==> src/design/acr_pkg.sv <==
// Package for the converter control block: offsets, fields, resets, types.
// Assumes a 32-bit AHB-Lite slave port and a single 50 MHz clock.
package acr_pkg;

    // Register byte offsets on the bus
    localparam logic [7:0] OFS_PIN_EN = 8'h00;
    localparam logic [7:0] OFS_CTRL = 8'h04;
    localparam logic [7:0] OFS_OFFCAL = 8'h08;
    localparam logic [7:0] OFS_RES_HI = 8'h0C;
    localparam logic [7:0] OFS_RES_LO = 8'h10;
    localparam logic [7:0] OFS_IRQ_STAT = 8'h14;
    localparam logic [7:0] OFS_PIN_REQ = 8'h18;

    // Reset values
    localparam logic [7:0] RST_PIN_EN = 8'h00;
    localparam logic [7:0] RST_CTRL = 8'h00;
    localparam logic [7:0] RST_OFFCAL = 8'h00;

    // Field masks for readable bits
    localparam logic [7:0] MASK_PIN_EN = 8'h7F;
    localparam logic [7:0] MASK_OFFCAL = 8'hF8;
    localparam logic [7:0] MASK_RES_LO = 8'h03;

    // Control register bit positions
    localparam int CTRL_REF = 7;
    localparam int CTRL_DIV_HI = 6;
    localparam int CTRL_DIV_LO = 5;
    localparam int CTRL_RUN = 4;
    localparam int CTRL_PWR = 3;
    localparam int CTRL_CH_HI = 2;
    localparam int CTRL_CH_LO = 0;

    // Offset calibration bit positions
    localparam int OFC_EN = 7;
    localparam int OFC_POS = 6;
    localparam int OFC_MAG_HI = 5;
    localparam int OFC_MAG_LO = 3;

    // Interrupt status: done flag position
    localparam int IRQ_DONE = 3;

    // Pin request bits in the arbitration register
    localparam int REQ_TIMER = 0;
    localparam int REQ_COMP_OUT = 1;
    localparam int REQ_OSC = 2;
    localparam int REQ_COMP_NEG = 3;

    // AHB constants
    localparam logic [1:0] HTRANS_NONSEQ = 2'b10;
    localparam logic [2:0] HSIZE_WORD = 3'b010;

    // Divider ratios and the unused channel code
    localparam logic [6:0] DIV_16 = 7'h10;
    localparam logic [6:0] DIV_4 = 7'h04;
    localparam logic [6:0] DIV_64 = 7'h40;
    localparam logic [6:0] DIV_8 = 7'h08;
    localparam int UNUSED_CHANNEL = 7;

    // Converter clock rate codes
    typedef enum logic [1:0] {
        ACR_DIV16 = 2'b00,
        ACR_DIV4 = 2'b01,
        ACR_DIV64 = 2'b10,
        ACR_DIV8 = 2'b11
    } acr_div_t;

    // Function granted on a shared pin
    typedef enum logic [2:0] {
        ACR_FN_PORT = 3'b000,
        ACR_FN_ANALOG = 3'b001,
        ACR_FN_TIMER = 3'b010,
        ACR_FN_COMP_OUT = 3'b011,
        ACR_FN_OSC = 3'b100,
        ACR_FN_VREF = 3'b101,
        ACR_FN_COMP_NEG = 3'b110
    } acr_fn_t;

    // Signals to the converter macro
    typedef struct packed {
        logic [2:0] channel;
        logic conv_clk;
        logic power_on;
        logic start;
        logic ref_from_pin;
        logic cal_enable;
        logic cal_positive;
        logic [2:0] cal_magnitude;
    } acr_conv_req_t;

    // Answer from the converter macro
    typedef struct packed {
        logic [9:0] result;
        logic done;
    } acr_conv_rsp_t;

endpackage

==> src/design/acr_clk_div.sv <==
// Programmable divider producing the converter clock from the oscillator.
// Assumes the ratio is one of the four legal converter rates.
`timescale 1ns/10ps
module acr_clk_div (
    // Clock and reset
    input wire logic clock_in,
    input wire logic rst_n_in,
    // Control
    input wire logic enable_in,
    input wire acr_pkg::acr_div_t rate_in,
    // Divided clock
    output logic conv_clk_out
);

    logic [6:0] ratio;
    logic [5:0] count_r;
    logic conv_clk_r;

    // Map rate code to the full division ratio
    always_comb begin
        unique case (rate_in)
            acr_pkg::ACR_DIV16: ratio = acr_pkg::DIV_16;
            acr_pkg::ACR_DIV4: ratio = acr_pkg::DIV_4;
            acr_pkg::ACR_DIV64: ratio = acr_pkg::DIV_64;
            acr_pkg::ACR_DIV8: ratio = acr_pkg::DIV_8;
        endcase
    end

    // Toggle every half ratio; stopped while the converter is powered down
    always_ff @(posedge clock_in or negedge rst_n_in) begin
        if (!rst_n_in) begin
            count_r <= 6'h00;
            conv_clk_r <= 1'b0;
        end else if (!enable_in) begin
            count_r <= 6'h00;
            conv_clk_r <= 1'b0;
        end else if (count_r >= ratio[6:1] - 6'h01) begin
            count_r <= 6'h00;
            conv_clk_r <= ~conv_clk_r;
        end else begin
            count_r <= count_r + 6'h01;
        end
    end

    assign conv_clk_out = conv_clk_r;

endmodule

==> src/design/acr_top.sv <==
// Converter control block: registers, pin arbitration, converter handshake.
// Assumes an AHB-Lite master on the same clock and a converter macro that
// returns a one-cycle done strobe with the result.
`timescale 1ns/10ps
module acr_top (
    // Clock and reset
    input wire logic clock_in,
    input wire logic rst_n_in,
    // AHB-Lite slave
    input wire logic hsel_in,
    input wire logic [31:0] haddr_in,
    input wire logic [1:0] htrans_in,
    input wire logic hwrite_in,
    input wire logic [2:0] hsize_in,
    input wire logic [31:0] hwdata_in,
    input wire logic hready_in,
    output logic [31:0] hrdata_out,
    output logic hreadyout_out,
    output logic hresp_out,
    // Converter macro
    output acr_pkg::acr_conv_req_t conv_req_out,
    input wire acr_pkg::acr_conv_rsp_t conv_rsp_in,
    // Pin function grants
    output logic [6:0] pin_analog_out,
    output acr_pkg::acr_fn_t pin0_fn_out,
    output acr_pkg::acr_fn_t pin4_fn_out,
    output acr_pkg::acr_fn_t pin5_fn_out
);

    // Software registers
    logic [7:0] pin_en_r;
    logic [7:0] ctrl_r; // Control register as software sees it
    // One register per concern, so each has a single writing process
    logic [2:0] ref_rate_r; // Reference select and clock rate code
    logic pwr_r; // Converter power
    logic run_r; // Conversion in progress
    logic [2:0] chan_r; // Selected channel
    logic [7:0] offcal_r;
    logic [3:0] pin_req_r;
    logic [7:0] res_hi_r;
    logic [1:0] res_lo_r;
    logic done_flag_r;
    // Bus data phase capture
    logic wr_pend_r;
    logic [7:0] wr_addr_r;
    logic rd_ok;
    logic [31:0] rd_nxt;
    logic [31:0] hrdata_r;
    // Converter outputs
    acr_pkg::acr_conv_req_t conv_req_r;
    logic start_r;
    logic conv_clk;
    acr_pkg::acr_fn_t pin0_fn_nxt;
    acr_pkg::acr_fn_t pin4_fn_nxt;
    acr_pkg::acr_fn_t pin5_fn_nxt;
    acr_pkg::acr_fn_t pin0_fn_r;
    acr_pkg::acr_fn_t pin4_fn_r;
    acr_pkg::acr_fn_t pin5_fn_r;
    logic [6:0] pin_analog_r;
    logic wr_ctrl;
    logic wr_stat;
    logic done;

    // Address phase accepted for this slave
    function automatic logic phase_ok(input logic sel, input logic [1:0] tr,
                                      input logic rdy);
        phase_ok = sel && rdy && tr == acr_pkg::HTRANS_NONSEQ;
    endfunction

    assign done = conv_rsp_in.done;
    assign ctrl_r = {ref_rate_r, run_r, pwr_r, chan_r};
    assign wr_ctrl = wr_pend_r && wr_addr_r == acr_pkg::OFS_CTRL;
    assign wr_stat = wr_pend_r && wr_addr_r == acr_pkg::OFS_IRQ_STAT;
    assign rd_ok = phase_ok(hsel_in, htrans_in, hready_in) && !hwrite_in;

    // Capture write address; data follows in the next cycle
    always_ff @(posedge clock_in or negedge rst_n_in) begin
        if (!rst_n_in) begin
            wr_pend_r <= 1'b0;
            wr_addr_r <= 8'h00;
        end else begin
            wr_pend_r <= phase_ok(hsel_in, htrans_in, hready_in) && hwrite_in;
            wr_addr_r <= haddr_in[7:0];
        end
    end

    // Read mux; values sampled at the address phase, zero when unmapped
    always_comb begin
        rd_nxt = 32'h0000_0000;
        unique case (haddr_in[7:0])
            acr_pkg::OFS_PIN_EN:
                rd_nxt[7:0] = pin_en_r & acr_pkg::MASK_PIN_EN;
            acr_pkg::OFS_CTRL: rd_nxt[7:0] = ctrl_r;
            acr_pkg::OFS_OFFCAL:
                rd_nxt[7:0] = offcal_r & acr_pkg::MASK_OFFCAL;
            acr_pkg::OFS_RES_HI: rd_nxt[7:0] = res_hi_r;
            acr_pkg::OFS_RES_LO: rd_nxt[1:0] = res_lo_r;
            acr_pkg::OFS_IRQ_STAT: rd_nxt[acr_pkg::IRQ_DONE] = done_flag_r;
            acr_pkg::OFS_PIN_REQ: rd_nxt[3:0] = pin_req_r;
            default: rd_nxt = 32'h0000_0000;
        endcase
    end

    // Read data register; always ready, always OKAY
    always_ff @(posedge clock_in or negedge rst_n_in) begin
        if (!rst_n_in) begin
            hrdata_r <= 32'h0000_0000;
        end else if (rd_ok) begin
            hrdata_r <= rd_nxt;
        end
    end

    assign hrdata_out = hrdata_r;
    assign hreadyout_out = 1'b1;
    assign hresp_out = 1'b0;

    // Plain configuration registers
    always_ff @(posedge clock_in or negedge rst_n_in) begin
        if (!rst_n_in) begin
            pin_en_r <= acr_pkg::RST_PIN_EN;
            offcal_r <= acr_pkg::RST_OFFCAL;
            pin_req_r <= 4'h0;
        end else if (wr_pend_r) begin
            if (wr_addr_r == acr_pkg::OFS_PIN_EN) begin
                pin_en_r <= hwdata_in[7:0] & acr_pkg::MASK_PIN_EN;
            end
            if (wr_addr_r == acr_pkg::OFS_OFFCAL) begin
                offcal_r <= hwdata_in[7:0] & acr_pkg::MASK_OFFCAL;
            end
            if (wr_addr_r == acr_pkg::OFS_PIN_REQ) begin
                pin_req_r <= hwdata_in[3:0];
            end
        end
    end

    // Control register: reference, rate and power are plain fields
    always_ff @(posedge clock_in or negedge rst_n_in) begin
        if (!rst_n_in) begin
            ref_rate_r <= acr_pkg::RST_CTRL[7:5];
            pwr_r <= acr_pkg::RST_CTRL[acr_pkg::CTRL_PWR];
        end else if (wr_ctrl) begin
            ref_rate_r <= hwdata_in[7:5];
            pwr_r <= hwdata_in[acr_pkg::CTRL_PWR];
        end
    end

    // Run bit: set by software only, cleared by completion only
    always_ff @(posedge clock_in or negedge rst_n_in) begin
        if (!rst_n_in) begin
            run_r <= acr_pkg::RST_CTRL[acr_pkg::CTRL_RUN];
        end else if (wr_ctrl && hwdata_in[acr_pkg::CTRL_RUN]) begin
            run_r <= 1'b1;
        end else if (done) begin
            run_r <= 1'b0;
        end
        // A written zero is ignored on purpose
    end

    // Channel select only while idle and no pending done
    always_ff @(posedge clock_in or negedge rst_n_in) begin
        if (!rst_n_in) begin
            chan_r <= acr_pkg::RST_CTRL[2:0];
        end else if (wr_ctrl && !done_flag_r &&
                     !ctrl_r[acr_pkg::CTRL_RUN]) begin
            chan_r <= hwdata_in[2:0];
        end
    end

    // Start pulse on a run write; an unpowered converter ignores it
    always_ff @(posedge clock_in or negedge rst_n_in) begin
        if (!rst_n_in) begin
            start_r <= 1'b0;
        end else begin
            start_r <= wr_ctrl && hwdata_in[acr_pkg::CTRL_RUN] &&
                       !ctrl_r[acr_pkg::CTRL_RUN];
        end
    end

    // Result capture on the done strobe
    always_ff @(posedge clock_in or negedge rst_n_in) begin
        if (!rst_n_in) begin
            res_hi_r <= 8'h00;
            res_lo_r <= 2'b00;
        end else if (done) begin
            res_hi_r <= conv_rsp_in.result[9:2];
            res_lo_r <= conv_rsp_in.result[1:0];
        end
    end

    // Done flag; a completion in the clearing cycle wins
    always_ff @(posedge clock_in or negedge rst_n_in) begin
        if (!rst_n_in) begin
            done_flag_r <= 1'b0;
        end else if (done) begin
            done_flag_r <= 1'b1;
        end else if (wr_stat && !hwdata_in[acr_pkg::IRQ_DONE]) begin
            done_flag_r <= 1'b0;
        end
    end

    // Converter clock; idle while powered down to save power
    acr_clk_div u_div (
        .clock_in(clock_in),
        .rst_n_in(rst_n_in),
        .enable_in(ctrl_r[acr_pkg::CTRL_PWR]),
        .rate_in(acr_pkg::acr_div_t'(ctrl_r[6:5])),
        .conv_clk_out(conv_clk)
    );

    // Registered drive of the converter macro
    always_ff @(posedge clock_in or negedge rst_n_in) begin
        if (!rst_n_in) begin
            conv_req_r <= '0;
        end else begin
            conv_req_r.channel <= ctrl_r[2:0];
            conv_req_r.conv_clk <= conv_clk;
            conv_req_r.power_on <= ctrl_r[acr_pkg::CTRL_PWR];
            conv_req_r.start <= start_r &&
                ctrl_r[2:0] != 3'(acr_pkg::UNUSED_CHANNEL);
            conv_req_r.ref_from_pin <= ctrl_r[acr_pkg::CTRL_REF];
            conv_req_r.cal_enable <= offcal_r[acr_pkg::OFC_EN];
            conv_req_r.cal_positive <= offcal_r[acr_pkg::OFC_POS];
            conv_req_r.cal_magnitude <=
                offcal_r[acr_pkg::OFC_MAG_HI:acr_pkg::OFC_MAG_LO];
        end
    end

    assign conv_req_out = conv_req_r;

    // Shared pin arbitration by fixed priority
    always_comb begin
        if (pin_req_r[acr_pkg::REQ_OSC]) begin
            pin0_fn_nxt = acr_pkg::ACR_FN_OSC;
        end else if (pin_en_r[0]) begin
            pin0_fn_nxt = acr_pkg::ACR_FN_ANALOG;
        end else begin
            pin0_fn_nxt = acr_pkg::ACR_FN_PORT;
        end
        if (ctrl_r[acr_pkg::CTRL_REF]) begin
            pin4_fn_nxt = acr_pkg::ACR_FN_VREF;
        end else if (pin_req_r[acr_pkg::REQ_COMP_NEG]) begin
            pin4_fn_nxt = acr_pkg::ACR_FN_COMP_NEG;
        end else if (pin_en_r[4]) begin
            pin4_fn_nxt = acr_pkg::ACR_FN_ANALOG;
        end else begin
            pin4_fn_nxt = acr_pkg::ACR_FN_PORT;
        end
        if (pin_req_r[acr_pkg::REQ_TIMER]) begin
            pin5_fn_nxt = acr_pkg::ACR_FN_TIMER;
        end else if (pin_req_r[acr_pkg::REQ_COMP_OUT]) begin
            pin5_fn_nxt = acr_pkg::ACR_FN_COMP_OUT;
        end else if (pin_en_r[5]) begin
            pin5_fn_nxt = acr_pkg::ACR_FN_ANALOG;
        end else begin
            pin5_fn_nxt = acr_pkg::ACR_FN_PORT;
        end
    end

    // Registered pin grants; analog mode only where granted
    always_ff @(posedge clock_in or negedge rst_n_in) begin
        if (!rst_n_in) begin
            pin0_fn_r <= acr_pkg::ACR_FN_PORT;
            pin4_fn_r <= acr_pkg::ACR_FN_PORT;
            pin5_fn_r <= acr_pkg::ACR_FN_PORT;
            pin_analog_r <= 7'h00;
        end else begin
            pin0_fn_r <= pin0_fn_nxt;
            pin4_fn_r <= pin4_fn_nxt;
            pin5_fn_r <= pin5_fn_nxt;
            pin_analog_r <= pin_en_r[6:0];
            pin_analog_r[0] <= pin0_fn_nxt == acr_pkg::ACR_FN_ANALOG;
            pin_analog_r[4] <= pin4_fn_nxt == acr_pkg::ACR_FN_ANALOG;
            pin_analog_r[5] <= pin5_fn_nxt == acr_pkg::ACR_FN_ANALOG;
        end
    end

    assign pin0_fn_out = pin0_fn_r;
    assign pin4_fn_out = pin4_fn_r;
    assign pin5_fn_out = pin5_fn_r;
    assign pin_analog_out = pin_analog_r;

    // Completion clears run the next cycle
    a_run_clear: assert property (@(posedge clock_in) disable iff (!rst_n_in)
        done && !(wr_ctrl && hwdata_in[acr_pkg::CTRL_RUN])
        |=> !ctrl_r[acr_pkg::CTRL_RUN])
        else $error("run bit not cleared on done");
    // Done flag set after completion
    a_done_flag: assert property (@(posedge clock_in) disable iff (!rst_n_in)
        done |=> done_flag_r)
        else $error("done flag not set");
    // Run never falls without a completion
    a_run_hold: assert property (@(posedge clock_in) disable iff (!rst_n_in)
        ctrl_r[acr_pkg::CTRL_RUN] && !done |=> ctrl_r[acr_pkg::CTRL_RUN])
        else $error("run bit cleared without completion");
    // Result captured from the macro
    a_result_load: assert property (@(posedge clock_in) disable iff (!rst_n_in)
        done |=> {res_hi_r, res_lo_r} == $past(conv_rsp_in.result))
        else $error("result not loaded");
    // Channel frozen while busy
    a_chan_frozen: assert property (@(posedge clock_in) disable iff (!rst_n_in)
        (ctrl_r[acr_pkg::CTRL_RUN] || done_flag_r) |=> $stable(ctrl_r[2:0]))
        else $error("channel changed while busy");
    // Run write gives start two cycles later
    a_start_out: assert property (@(posedge clock_in) disable iff (!rst_n_in)
        wr_ctrl && hwdata_in[acr_pkg::CTRL_RUN] && !ctrl_r[acr_pkg::CTRL_RUN]
        && ctrl_r[2:0] != 3'(acr_pkg::UNUSED_CHANNEL)
        && hwdata_in[2:0] != 3'(acr_pkg::UNUSED_CHANNEL)
        |=> ##1 conv_req_out.start)
        else $error("start pulse missing");
    // Reference pin outranks everything on bit 4
    a_pin4_vref: assert property (@(posedge clock_in) disable iff (!rst_n_in)
        ctrl_r[acr_pkg::CTRL_REF] |=> pin4_fn_out == acr_pkg::ACR_FN_VREF)
        else $error("reference not granted pin");
    // Timer outranks the rest on bit 5
    a_pin5_timer: assert property (@(posedge clock_in) disable iff (!rst_n_in)
        pin_req_r[acr_pkg::REQ_TIMER] |=> pin5_fn_out == acr_pkg::ACR_FN_TIMER
        && !pin_analog_out[5])
        else $error("timer not granted pin");
    // Oscillator outranks analog on bit 0
    a_pin0_osc: assert property (@(posedge clock_in) disable iff (!rst_n_in)
        pin_req_r[acr_pkg::REQ_OSC] |=> !pin_analog_out[0])
        else $error("oscillator pin in analog mode");

endmodule

==> config.mk <==
export PLATFORM = sky130hd
export DESIGN_NAME = acr_top
export DESIGN_NICKNAME = d
export VERILOG_FILES = /design/src/design/acr_pkg.sv /design/src/design/acr_clk_div.sv /design/src/design/acr_top.sv
export SDC_FILE = /design/constraint.sdc
export NUM_CORES = 1
export LEC_CHECK = 0
export ABC_AREA = 1
export BUFFER_PORTS_ARGS = -buffer_cell sky130_fd_sc_hd__buf_2
export CAP_MARGIN = 20
export CORE_UTILIZATION = 40
export CTS_BUF_LIST = sky130_fd_sc_hd__clkbuf_8
export CTS_CLUSTER_DIAMETER = 120
export CTS_CLUSTER_SIZE = 40
export DETAILED_ROUTE_END_ITERATION = 12
export MAX_ROUTING_LAYER = met4
export PLACE_DENSITY = 0.68
export SYNTH_ARGS = -nofsm -noshare
export SYNTH_HDL_FRONTEND = slang
export SYNTH_SLANG_ARGS = --single-unit
==> constraint.sdc <==
create_clock -name clock_in -period 1.88 [get_ports clock_in]
set_input_delay 0.094 -clock clock_in [delete_from_list [all_inputs] [get_ports clock_in]]
set_output_delay 0.094 -clock clock_in [all_outputs]
set_load 0.01 [all_outputs]
# Word-level counts from Yosys, hierarchy flattened

Cells that the tools add are included.

Reductions and logical operators: 24
Add/sub/neg operators: 2
Eq/ne operators: 19
Muxes and demuxes: 21
Bitwise logic cells: 1
Order comparisons: 1

Operators with widths:

| kind                | count |
|---|---|
| $eq 8x5->1 const B  | 5 |
| $pmux 7 s4          | 1 |
| $eq 8x4->1 const B  | 3 |
| $eq 8x3->1 const B  | 2 |
| $logic_not 8->1     | 2 |
| $pmux 4 s4          | 1 |
| $logic_and 1x1->1   | 12 |
| $mux 6              | 2 |
| $pmux 2 s5          | 1 |
| $eq 3x1->1 const B  | 3 |
| $mux 1              | 9 |
| $mux 3              | 3 |
| $add 6x1->6 const B | 1 |
| $eq 2x2->1 const B  | 3 |
| $ge 6x6->1          | 1 |
| $pmux 1 s6          | 1 |
| $reduce_and 2->1    | 3 |
| $sub 6x1->6 const B | 1 |
| $logic_not 1->1     | 4 |
| $mux 2              | 2 |
| $pmux 1 s4          | 1 |
| $reduce_bool 2->1   | 2 |
| $ne 3x3->1 const B  | 1 |
| $eq 2x1->1 const B  | 1 |
| 3 further kinds     | 3 |

Flip-flop bits (word level): 88
Output and inout port bits: 62

# Depth between registers and ports, before layout

Gate-level depths: netlist of run 1.

Depth in word-level cells: 6
Mapped depth: 9
Depth with buffers taken out: 9

# Cells and area by module

A second synthesis of run 1 with hierarchy kept.

Cells, all modules: 420
Area, all modules: 3892.5 um2

By module, submodules not included:

| module      | area each (um2) | sequential area each (um2) | instances | cells an instance |
|---|---|---|---|---|
| acr_top     | 3370.7          | 1951.9                     | 1         | 352 |
| acr_clk_div | 521.8           | 175.2                      | 1         | 68 |

# Least setup slack after synthesis of run 1

OpenSTA, ideal clock, no wires.

Path kind: register to register
Start point: register ref_rate_r[0]
End point: register u_div.conv_clk_r, in the netlist u_div.conv_clk_out
Buffers on the path: 0
Stages on the path, launching flop included: 10
Data arrival time: 1.338 ns
Clock period less this slack: 1.464 ns
Library setup time: 0.126 ns
Path slack: 0.416 ns
Cell sequence: dfrtp_1 > inv_1 > nand2_1 > ha_1 > nand2_1 > inv_1 > o21ai_0 > nand3_1 > nand2_1 > o21ai_1

Cells in the longest elaborated chain, start to end: 5
Elaborated cells on any way between the ends: 8
Classes of those cells: add/sub: 1; order compare: 1; eq/ne: 4; mux: 1; reduce/logical: 1

Ends and longest elaborated chain:

| element                            | line              | source |
|---|---|---|
| start: declaration                 | acr_top.sv:34     | `logic [2:0] ref_rate_r;` |
| start signal: assignment           | acr_top.sv:139    | `ref_rate_r <= acr_pkg::RST_CTRL[7:5];` |
| start signal: assignment           | acr_top.sv:142    | `ref_rate_r <= hwdata_in[7:5];` |
| $eq 2x2->1 (tied with other cells) | acr_clk_div.sv:21 | `unique case (rate_in)` |
| $pmux 7 s4 (*)                     | acr_clk_div.sv:21 |  |
| $sub 6x1->6 (*)                    | acr_clk_div.sv:37 | `end else if (count_r >= ratio[6:1] - 6'h01) begin` |
| $ge 6x6->1 (*)                     | acr_clk_div.sv:37 |  |
| $ne 2x1->1 (no source line) (*)    | n/a               |  |
| end signal: assignment             | acr_clk_div.sv:39 | `conv_clk_r <= ~conv_clk_r;` |
| end: declaration                   | acr_clk_div.sv:17 | `logic conv_clk_r;` |

Mark *: on every way between the ends. The rest lies on a longest branch, timed or not. The select of a mux whose other input is x is not followed.
A chain may end at the register's enable or synchronous reset.

# Final worst setup path of run 1

Ends and elaborated chain as after synthesis.

==> reports/qor.yml, run 1 <==
outcome: "finished, final reports clean"
yosysMostFrequentCell: "nand2_1"
cts_resized: 0
synth_top_family_by_area: "simple AND/OR/NAND/NOR gates"
internal_power_w: 0.002662
viasPerCell: 4.427
synthAdderAreaFrac_pct: 1.982
synth_top_area_share_pct: 56.16
grt_start_max_net_pins: 39
initial_utilization_pct: 41.18
dieArea_mm2: 0.009861
drt_first_pass_iters: 4
crit_family: "simple AND/OR/NAND/NOR gates"
finalCriticalPeriod_ns: 1.694
clock_sinks: 85
ant_nets: 0
totalWireLength_mm: 7.432
overflow: 0
drc_errors: 0
grt_first_pass_wirelength_mm: 12.45
critPathBufInv: 2
finalSetupViolCount: 0
grt_pass1_vias: 2663
yosys.area_share.simple_pct: 24.68
clk_root_buffer_cell: "clkbuf_8"
crit_path_frequent_cell: "nand2_1"
port_buffers: 67
crit_slowest_cell: "dfrtp_1"
drt_iter0_drc: 193
gp_congestion: 0.8377
cts_hold_repair.buffers: 20
num_rows: 35
fp.dieW_um: 99.31
core_area_mm2: 0.009196
synth.distinct_cells: 32
crit_type: "reg2reg"
synth_seq_area_share_pct: 56.16
end_kind: "flop"
syn_avg_cell_area_um2: 9.104
finClkSkew_ns: 0.007568
synthMuxAreaShare_pct: 0
drive_above_1_share_pct: 23.06
synth_compound_area_share_pct: 5.616
clockBufferDepth: 2
numCtsBuffers: 9
wl_per_cell_um: 11.85
finalNetCount: 602
gr-usage-all-layers_pct: 16.89
peakVddDrop_uv: 313.6
required_ns: 2.11
drv_slew: 0
path_cells: "inv_1 > nand2_1 > ha_1 > nand2_1 > inv_1 > o21ai_0 > nand3_1 > nand2_1 > o21ai_1"
nFillCells: 889
io_pins: 147
grtUsageMet3_pct: 4.006
fin_setup_tns_ns: 0
ff_latch_area_mm2: 0.002127
syn_to_final_growth_pct: 19.79
pwr-share-clk_pct: 31.0
syn_inst: 416
synth_largest_area_cell: "dfrtp_1"
rsz0062_at_grt: "no"
power.switching_w: 0.001021
use_met2_pct: 27.88
max_cap_viol_count: 0
ys.flop_type: "dfrtp_1"
p_leak_nw: 2.465
synth-xor-area-share_pct: 0.2313
grt-busiest-layer: "met2"
vias: 2776
path_max_fanout: 8
p_sw_share_pct: 27.72
synth_warnings: 0
die_y_um: 99.31
synth_edf_count: 0
p_seq_share_pct: 55.1
pwr-share-comb_pct: 13.9
synth.area.top_cells: "dfrtp_1, nand2_1, buf_4, inv_1, nand3_1"
cpPeakStageDelay_ns: 0.43
cts_tree: "built"
async_flop_share_pct: 100.0
fmax_mhz: 590.3
cp-start-kind: "flop"
fin_crit_sh_pct: 90.11
power_density_mw_per_mm2: 811.9
cp.arrival_ns: 1.92
synth_top_cells_by_count: "nand2_1, dfrtp_1, inv_1"
hold_viol: 0
worstHoldPathType: "in2reg"
hpwl_mm: 5.684
antenna_found_initial: 0
cts_setup_buffers: 0
worst_hold_slack_ns: 0.008081
clk_pin_slew_worst_paths_ns: 0.08
ys_ff_latch: 85
multi_input_area_mm2: 0.001340
clock_latency_ns: 0.35
diodes: 0
h-tree-depth: 3
gr-usage-met1_pct: 20.53
syn-cell-area_mm2: 0.003787
worst register-to-register path, stage by stage (launching register included):
cell	delay, ns
dfrtp_1	0.43
inv_1	0.12
nand2_1	0.06
ha_1	0.29
nand2_1	0.06
inv_1	0.03
o21ai_0	0.13
nand3_1	0.26
nand2_1	0.12
o21ai_1	0.07
per-layer routing:
layer	wire length [um]	vias up
met5	0	-
met4	106	0
met3	351	12
met2	3684	79
met1	3290	1267
li1	-	1418
final timing paths:
path | endpoint | cells after the start | slack (ns) | from
max | u_div.conv_clk_out$_DFFE_PN0P_ | 9 | 0.19 | ref_rate_r[0]$_DFFE_PN0P_
min | wr_pend_r$_DFF_PN0_ | 3 | 0.008 | hready_in
max reg2reg | u_div.conv_clk_out$_DFFE_PN0P_ | 9 | 0.19 | ref_rate_r[0]$_DFFE_PN0P_
min reg2reg | conv_req_out[2]$_DFF_PN0_ | 0 | 0.41 | offcal_r[5]$_DFFE_PN0P_
max in group asynchronous | u_div.count_r[5]$_DFF_PN0_ | 3 | 1.10 | rst_n_in
min in group asynchronous | pin4_fn_out[1]$_DFF_PN0_ | 2 | 0.24 | rst_n_in
per-stage QoR:
stage	util (%)	cells	area, um^2	worst slack (ns)	total power (W)
finish	49.33	627	4537	0.1859	0.003683
global route	49.33	627	4537	0.01079	0.003885
CTS	49.33	627	4537	0.1871	0.003715
detailed placement	45.24	591	4160	0.1928	0.002553
global placement	45.24	591	4160	0.2636	0.002521
floorplan	-	443	3889	0.4163	0.002397
placed cells by master, fill, tap and decap left out, drive strengths merged, types with 3 or more instances in the layout:
| cell type | count |
|---|---|
| clkbuf | 10 |
| nand2 | 128 |
| nand4 | 5 |
| ha | 6 |
| dfrtp | 85 |
| buf | 70 |
| dlygate4sd3 | 20 |
| a21oi | 4 |
| or2 | 4 |
| nand3 | 25 |
| o21ai | 30 |
| nor2 | 38 |
| inv | 50 |
| clkinvlp | 3 |
| conb | 29 |
| nor3 | 4 |
sequential cells by signal, summed over array words and instances, names as in the netlist:
signal,count
chan_r,3
pin5_fn_out,2
run_r,1
pin_req_r,4
pin_en_r,7
pin0_fn_out,1
res_hi_r,8
pin_analog_out,7
pin4_fn_out,3
u_div.conv_clk_out,1
res_lo_r,2
pwr_r,1
u_div.count_r,6
conv_req_out,12
offcal_r,5
wr_pend_r,1
ref_rate_r,3
start_r,1
hrdata_out,8
wr_addr_r,8
done_flag_r,1
power by group through the flow:
stage                     Combinational (W)  Clock [W]  Sequential, W
final                              0.000512    0.00114        0.00203
after global routing               0.000593    0.00125        0.00204
after CTS                          0.000518    0.00117        0.00203
after detailed placement           0.000488          0        0.00207
after global placement             0.000461          0        0.00206
after floorplan                    0.000338          0        0.00206
cell families (layout without fill, tap and decap cells):
group,after synthesis,count (layout)
other cells,2,29
buf+inv,81,154
simple gates,205,205
flops,85,85
compound gates,36,36
xor+xnor,1,1
fa+ha+maj,6,6
layout make-up:
class                           instances  area share, %
Clock buffer                           10          3.034
Clock inverter                          6         0.8549
Inverter                               48          3.999
Multi-Input combinational cell        277          29.54
Sequential cell                        85          46.88
Tap cell                              111          3.061
Timing Repair Buffer                   90          12.63
Note: power is estimated with default switching activity, not from simulation.
==> inputs of run 2 (changes only) <==
- GPL_ROUTABILITY_DRIVEN: unset -> 0
- RECOVER_POWER: unset -> 100
==> run 2 against run 1 <==
Net effect:
- wire length up 0.85%
- flip-flop and latch count unchanged
- non-clock buffer count unchanged
- first-iteration DRC count up 12%
- cell count unchanged
- core utilization down 1.3 points
- register-to-register slack about the same
- die area unchanged
- clock-buffer cell count unchanged
- critical path type unchanged
==> reports/qor.yml, run 2 (same netlist as run 1, synthesis figures left out) <==
drt_iter0_drc: 216
grt_start_max_net_pins: 39
ff_latch_area_mm2: 0.002127
r2r_start: "ref_rate_r[0]$_DFFE_PN0P_"
viasPerCell: 4.402
diodes: 0
outcome: "finished, final reports clean"
r2r_slack_ns: 0.19
core_area_mm2: 0.009196
slew_headroom_pct: 41.54
clock_sinks: 85
clk_root_buffer_cell: "clkbuf_8"
nFillCells: 922
grt_pass1_vias: 2663
die_y_um: 99.31
finalNetCount: 602
cts_setup_buffers: 0
totalWireLength_mm: 7.495
power_density_mw_per_mm2: 829.0
cts_resized: 0
gr-usage-all-layers_pct: 16.89
clockBufferDepth: 2
drt_first_pass_iters: 4
grt_first_pass_wirelength_mm: 12.45
worst_hold_slack_ns: 0.008729
multi_input_area_mm2: 0.001294
cpPeakStageDelay_ns: 0.43
dieArea_mm2: 0.009861
crit_slowest_cell: "dfrtp_1"
fin_setup_tns_ns: 0
clock_latency_ns: 0.35
max_cap_viol_count: 0
port_buffers: 67
path_cells: "inv_1 > nand2_1 > ha_1 > nand2_1 > inv_1 > o21ai_0 > nand3_1 > nor3_1"
finalCriticalPeriod_ns: 1.687
place_area_mm2: 0.004160
cp-start-kind: "flop"
rr_endpoint: "u_div.count_r[5]$_DFF_PN0_"
path_max_fanout: 8
critPathBufInv: 2
vias: 2760
worstHoldPathType: "in2reg"
h-tree-depth: 3
initial_utilization_pct: 41.18
end_kind: "flop"
hold_viol: 0
crit_family: "simple AND/OR/NAND/NOR gates"
required_ns: 2.14
layout_setup_ws_ns: 0.1935
wl_per_cell_um: 11.95
peakVddDrop_uv: 313.6
antenna_found_initial: 0
rsz0062_at_grt: "no"
drive_above_1_share_pct: 12.21
cts_tree: "built"
drv_slew: 0
hpwl_mm: 5.684
io_pins: 147
drc_errors: 0
startpoint: "ref_rate_r[0]$_DFFE_PN0P_"
fin_area_mm2: 0.004413
crit_type: "reg2reg"
mostFrequentLayoutCells: "nand2_1, dfrtp_1, inv_1"
syn_to_final_growth_pct: 16.52
p_leak_nw: 2.320
pre_cts_ws_ns: 0.1928
tightest_slew_ns: 0.8770
critical_path_depth: 8
ant_nets: 0
num_rows: 35
cts_hold_repair.buffers: 20
fmax_mhz: 592.9
largest_register_ffs: 12
numCtsBuffers: 9
cp.arrival_ns: 1.94
finClkSkew_ns: 0.008331
mostFrequentLayoutCell: "nand2_1"
clk_pin_slew_worst_paths_ns: 0.08
reg2reg_depth: 8
overflow: 0
fin_crit_sh_pct: 89.71
fp.dieW_um: 99.31
endpoint: "u_div.count_r[5]$_DFF_PN0_"
finalSetupViolCount: 0
-- run 2: cell types whose count changed in the layout (fill, tap and decap cells not counted), moves of 2 or more --
cell | previous run | this run
clkbuf_1 | 0 | 44
buf_2 | 66 | 24
o21ai_0 | 8 | 24
o21ai_1 | 17 | 4
buf_4 | 3 | 0
nand2_1 | 120 | 123
nor2_1 | 29 | 32
o21ai_2 | 5 | 2
clkbuf_2 | 0 | 2
nand2_2 | 7 | 5
nor2_2 | 4 | 2
nor3_1 | 2 | 4
nor3_2 | 2 | 0
-- run 2: worst min-delay path by stage --
| stage | from | end | slack, ns | cells after the start |
|---|---|---|---|---|
| 2_1_floorplan | rst_n_in | chan_r[0]$_DFFE_PN0P_ | -0.20 | 0 |
| 3_3_place_gp | rst_n_in | conv_req_out[5]$_DFF_PN0_ | 0.09 | 1 |
| 3_5_place_dp | rst_n_in | pin4_fn_out[1]$_DFF_PN0_ | 0.09 | 1 |
| 4_1_cts | hready_in | wr_pend_r$_DFF_PN0_ | 0.002 | 3 |
| 5_1_grt | hready_in | wr_pend_r$_DFF_PN0_ | 0.009 | 3 |
| 6_report | hready_in | wr_pend_r$_DFF_PN0_ | 0.009 | 3 |
-- run 2: cell type report --
cell class / instances / share of cell area (%)
Inverter: 48 / 4.111
Timing Repair Buffer: 90 / 11.23
Sequential cell: 85 / 48.20
Clock buffer: 10 / 3.119
Multi-Input combinational cell: 277 / 29.32
Tap cell: 111 / 3.147
Clock inverter: 6 / 0.8789
-- run 2: per-stage QoR --
step / util [%] / cells / total power (W)
global route: 47.99 / 627 / 0.003864
global placement: 45.24 / 591 / 0.002521
finish: 47.99 / 627 / 0.003658
CTS: 49.33 / 627 / 0.003715
floorplan: - / 443 / 0.002397
detailed placement: 45.24 / 591 / 0.002553
-- run 2: power by group --
group          total, W  internal (W)  switching (W)  leakage (nW)
clock network   0.00114      0.000511       0.000627        0.0875
logic          0.000491      0.000192       0.000299          1.32
registers       0.00203       0.00194      0.0000871         0.917
total           0.00366       0.00265        0.00101          2.32
-- run 2: routing by layer --
layer	share of wire, %	vias up	GRT usage [%]
met3	4.6	6	4.006
met5	0	-	-
met2	49	69	27.88
met4	1.1	0	5.430
met1	45	1265	20.53
li1	-	1420	-
-- run 2: worst register-to-register path, delay by kind of cell, from the launching register on --
family	cells	cell delay, ns
AOI/OAI and AO/OA	1	0.13
and+or+nand+nor	4	0.59
buffers and inverters	2	0.15
DFF	1	0.43
adders and majority gates	1	0.29
==> inputs of run 3 (changes only) <==
- PLACE_DENSITY: 0.68 -> 0.69
==> run 3 against run 2 <==
Net effect:
- register-to-register slack better by 0.06 ns
- via count up 2.5%
- critical path depth up 1
- first-iteration DRC count down 44%
- combinational power about the same
- largest power group unchanged
- highest routed layer unchanged
==> reports/qor.yml, run 3 (same netlist as run 1, synthesis figures left out) <==
fin_crit_sh_pct: 86.40
end_kind: "flop"
pwr-share-comb_pct: 13.0
finalCriticalPeriod_ns: 1.624
grt_pass1_vias: 2760
peakVddDrop_uv: 353.8
finClkSkew_ns: 0.01316
crit_slowest_cell: "dfrtp_1"
hold_viol: 0
dp_cells: 589
critPathBufInv: 2
power.switching_w: 0.0009857
wl_per_cell_um: 12.19
mostFrequentLayoutCell: "nand2_1"
p_sw_share_pct: 26.30
required_ns: 2.12
viasPerCell: 4.534
die_y_um: 99.31
rr_endpoint: "u_div.conv_clk_out$_DFFE_PN0P_"
pwr-share-clk_pct: 32.8
clock_sinks: 85
h-tree-depth: 3
cp.arrival_ns: 1.87
p_seq_share_pct: 54.2
grt_start_max_net_pins: 58
overflow: 0
numCtsBuffers: 9
fmax_mhz: 615.6
nFillCells: 923
cpPeakStageDelay_ns: 0.42
gr-usage-met1_pct: 20.96
clk_pin_slew_worst_paths_ns: 0.08
drc_errors: 0
cts_tree: "built"
rsz0062_at_grt: "no"
outcome: "finished, final reports clean"
fin_setup_tns_ns: 0
r2r_slack_ns: 0.26
multi_input_area_mm2: 0.001294
path_cells: "inv_1 > nand2_1 > ha_1 > nand2_1 > inv_1 > o21ai_0 > nand3_2 > nand2_1 > o21ai_0"
syn_to_final_growth_pct: 17.05
crit_type: "reg2reg"
finalNetCount: 601
crit_path_frequent_cell: "nand2_1"
hpwl_mm: 5.637
clockBufferDepth: 2
totalWireLength_mm: 7.604
core_area_mm2: 0.009196
min_from: "hwrite_in"
min_path_cells: 3
num_rows: 35
slew_headroom_pct: 51.99
ff_latch_area_mm2: 0.002127
ant_nets: 0
p_leak_nw: 2.334
instances_no_fill: 624
io_pins: 147
path_max_fanout: 8
initial_utilization_pct: 41.18
largest_register_ffs: 12
gr-usage-all-layers_pct: 17.44
diodes: 0
grt-busiest-layer: "met2"
cp-start-kind: "flop"
vias: 2829
drv_slew: 0
min_to: "wr_pend_r$_DFF_PN0_"
worstHoldPathType: "in2reg"
internal_power_w: 0.002763
drive_above_1_share_pct: 11.89
grtUsageMet3_pct: 4.006
reg2reg_depth: 9
power_density_mw_per_mm2: 845.6
use_met2_pct: 27.83
clock_latency_ns: 0.36
crit_family: "flip-flops"
mostFrequentLayoutCells: "nand2_1, dfrtp_1, inv_1"
drt_iter0_drc: 122
fp.dieW_um: 99.31
finalSetupViolCount: 0
tightest_slew_ns: 0.7201
grt_first_pass_wirelength_mm: 12.88
max_cap_viol_count: 0
dieArea_mm2: 0.009861
r2r_start: "ref_rate_r[0]$_DFFE_PN0P_"
antenna_found_initial: 0
drt_first_pass_iters: 4
clk_root_buffer_cell: "clkbuf_8"
port_buffers: 67
==> run 3: metrics by stage <==
stage / hold WS [ns] / utilization, % / instance area (um^2) / setup slack (ns) / total power, W
6_report: 0.01071 / 48.20 / 4433 / 0.2557 / 0.003749
5_1_grt: 0.01976 / 48.20 / 4433 / 0.03412 / 0.003964
4_1_cts: 0.01275 / 49.32 / 4536 / 0.1870 / 0.003784
3_5_place_dp: 0.04138 / 45.07 / 4145 / 0.2011 / 0.002544
3_3_place_gp: 0.03373 / 45.07 / 4145 / 0.2611 / 0.002518
2_1_floorplan: -0.2016 / - / 3889 / 0.4163 / 0.002397
==> run 3: how the worst max path moves through the flow <==
stage,startpoint,end,slack (ns),cells past startpoint
after floorplan,ref_rate_r[0]$_DFFE_PN0P_,u_div.conv_clk_out$_DFFE_PN0P_,0.42,9
after global placement,ref_rate_r[0]$_DFFE_PN0P_,u_div.conv_clk_out$_DFFE_PN0P_,0.26,9
after detailed placement,ref_rate_r[0]$_DFFE_PN0P_,u_div.conv_clk_out$_DFFE_PN0P_,0.20,9
after CTS,ref_rate_r[0]$_DFFE_PN0P_,u_div.conv_clk_out$_DFFE_PN0P_,0.19,9
after global routing,haddr_in[2],hrdata_out[2]$_DFFE_PN0P_,0.03,10
final,ref_rate_r[0]$_DFFE_PN0P_,u_div.conv_clk_out$_DFFE_PN0P_,0.26,9
==> run 3: power by group through the flow <==
| stage | clock [W] | sequential [W] | combinational [W] |
|---|---|---|---|
| floorplan | 0 | 0.00206 | 0.000338 |
| global placement | 0 | 0.00206 | 0.000457 |
| detailed placement | 0 | 0.00207 | 0.000477 |
| CTS | 0.00124 | 0.00203 | 0.000511 |
| global route | 0.00133 | 0.00205 | 0.000584 |
| finish | 0.00123 | 0.00203 | 0.000488 |
==> run 3: cell type report <==
type	instances	share of cell area, %
sequential	85	47.98
multi-input combinational	277	29.18
timing repair buffer	89	11.54
inverter	48	4.093
tap	111	3.133
clock buffer	10	3.105
clock inverter	4	0.9596
==> run 3: repair_timing <==
| action | in CTS | in global routing |
|---|---|---|
| buffers inserted | 0 | 0 |
| hold buffers | 21 | 0 |
| gates resized for setup | 0 | 1 |
| endpoints found under the hold margin | 48 | 0 |
| setup endpoints to repair | 0 | 1 |
==> run 3: per-layer routing <==
| layer | part of all wire, % | vias to the layer above |
|---|---|---|
| li1 | - | 1420 |
| met1 | 45 | 1316 |
| met2 | 48 | 77 |
| met3 | 4.3 | 16 |
| met4 | 2.3 | 0 |
| met5 | 0 | - |
==> run 3: worst register-to-register path, stage by stage, from the launching register on <==
cell and delay (ns):
dfrtp_1 0.42, inv_1 0.11, nand2_1 0.06, ha_1 0.29
nand2_1 0.07, inv_1 0.03, o21ai_0 0.18, nand3_2 0.20
nand2_1 0.09, o21ai_0 0.07
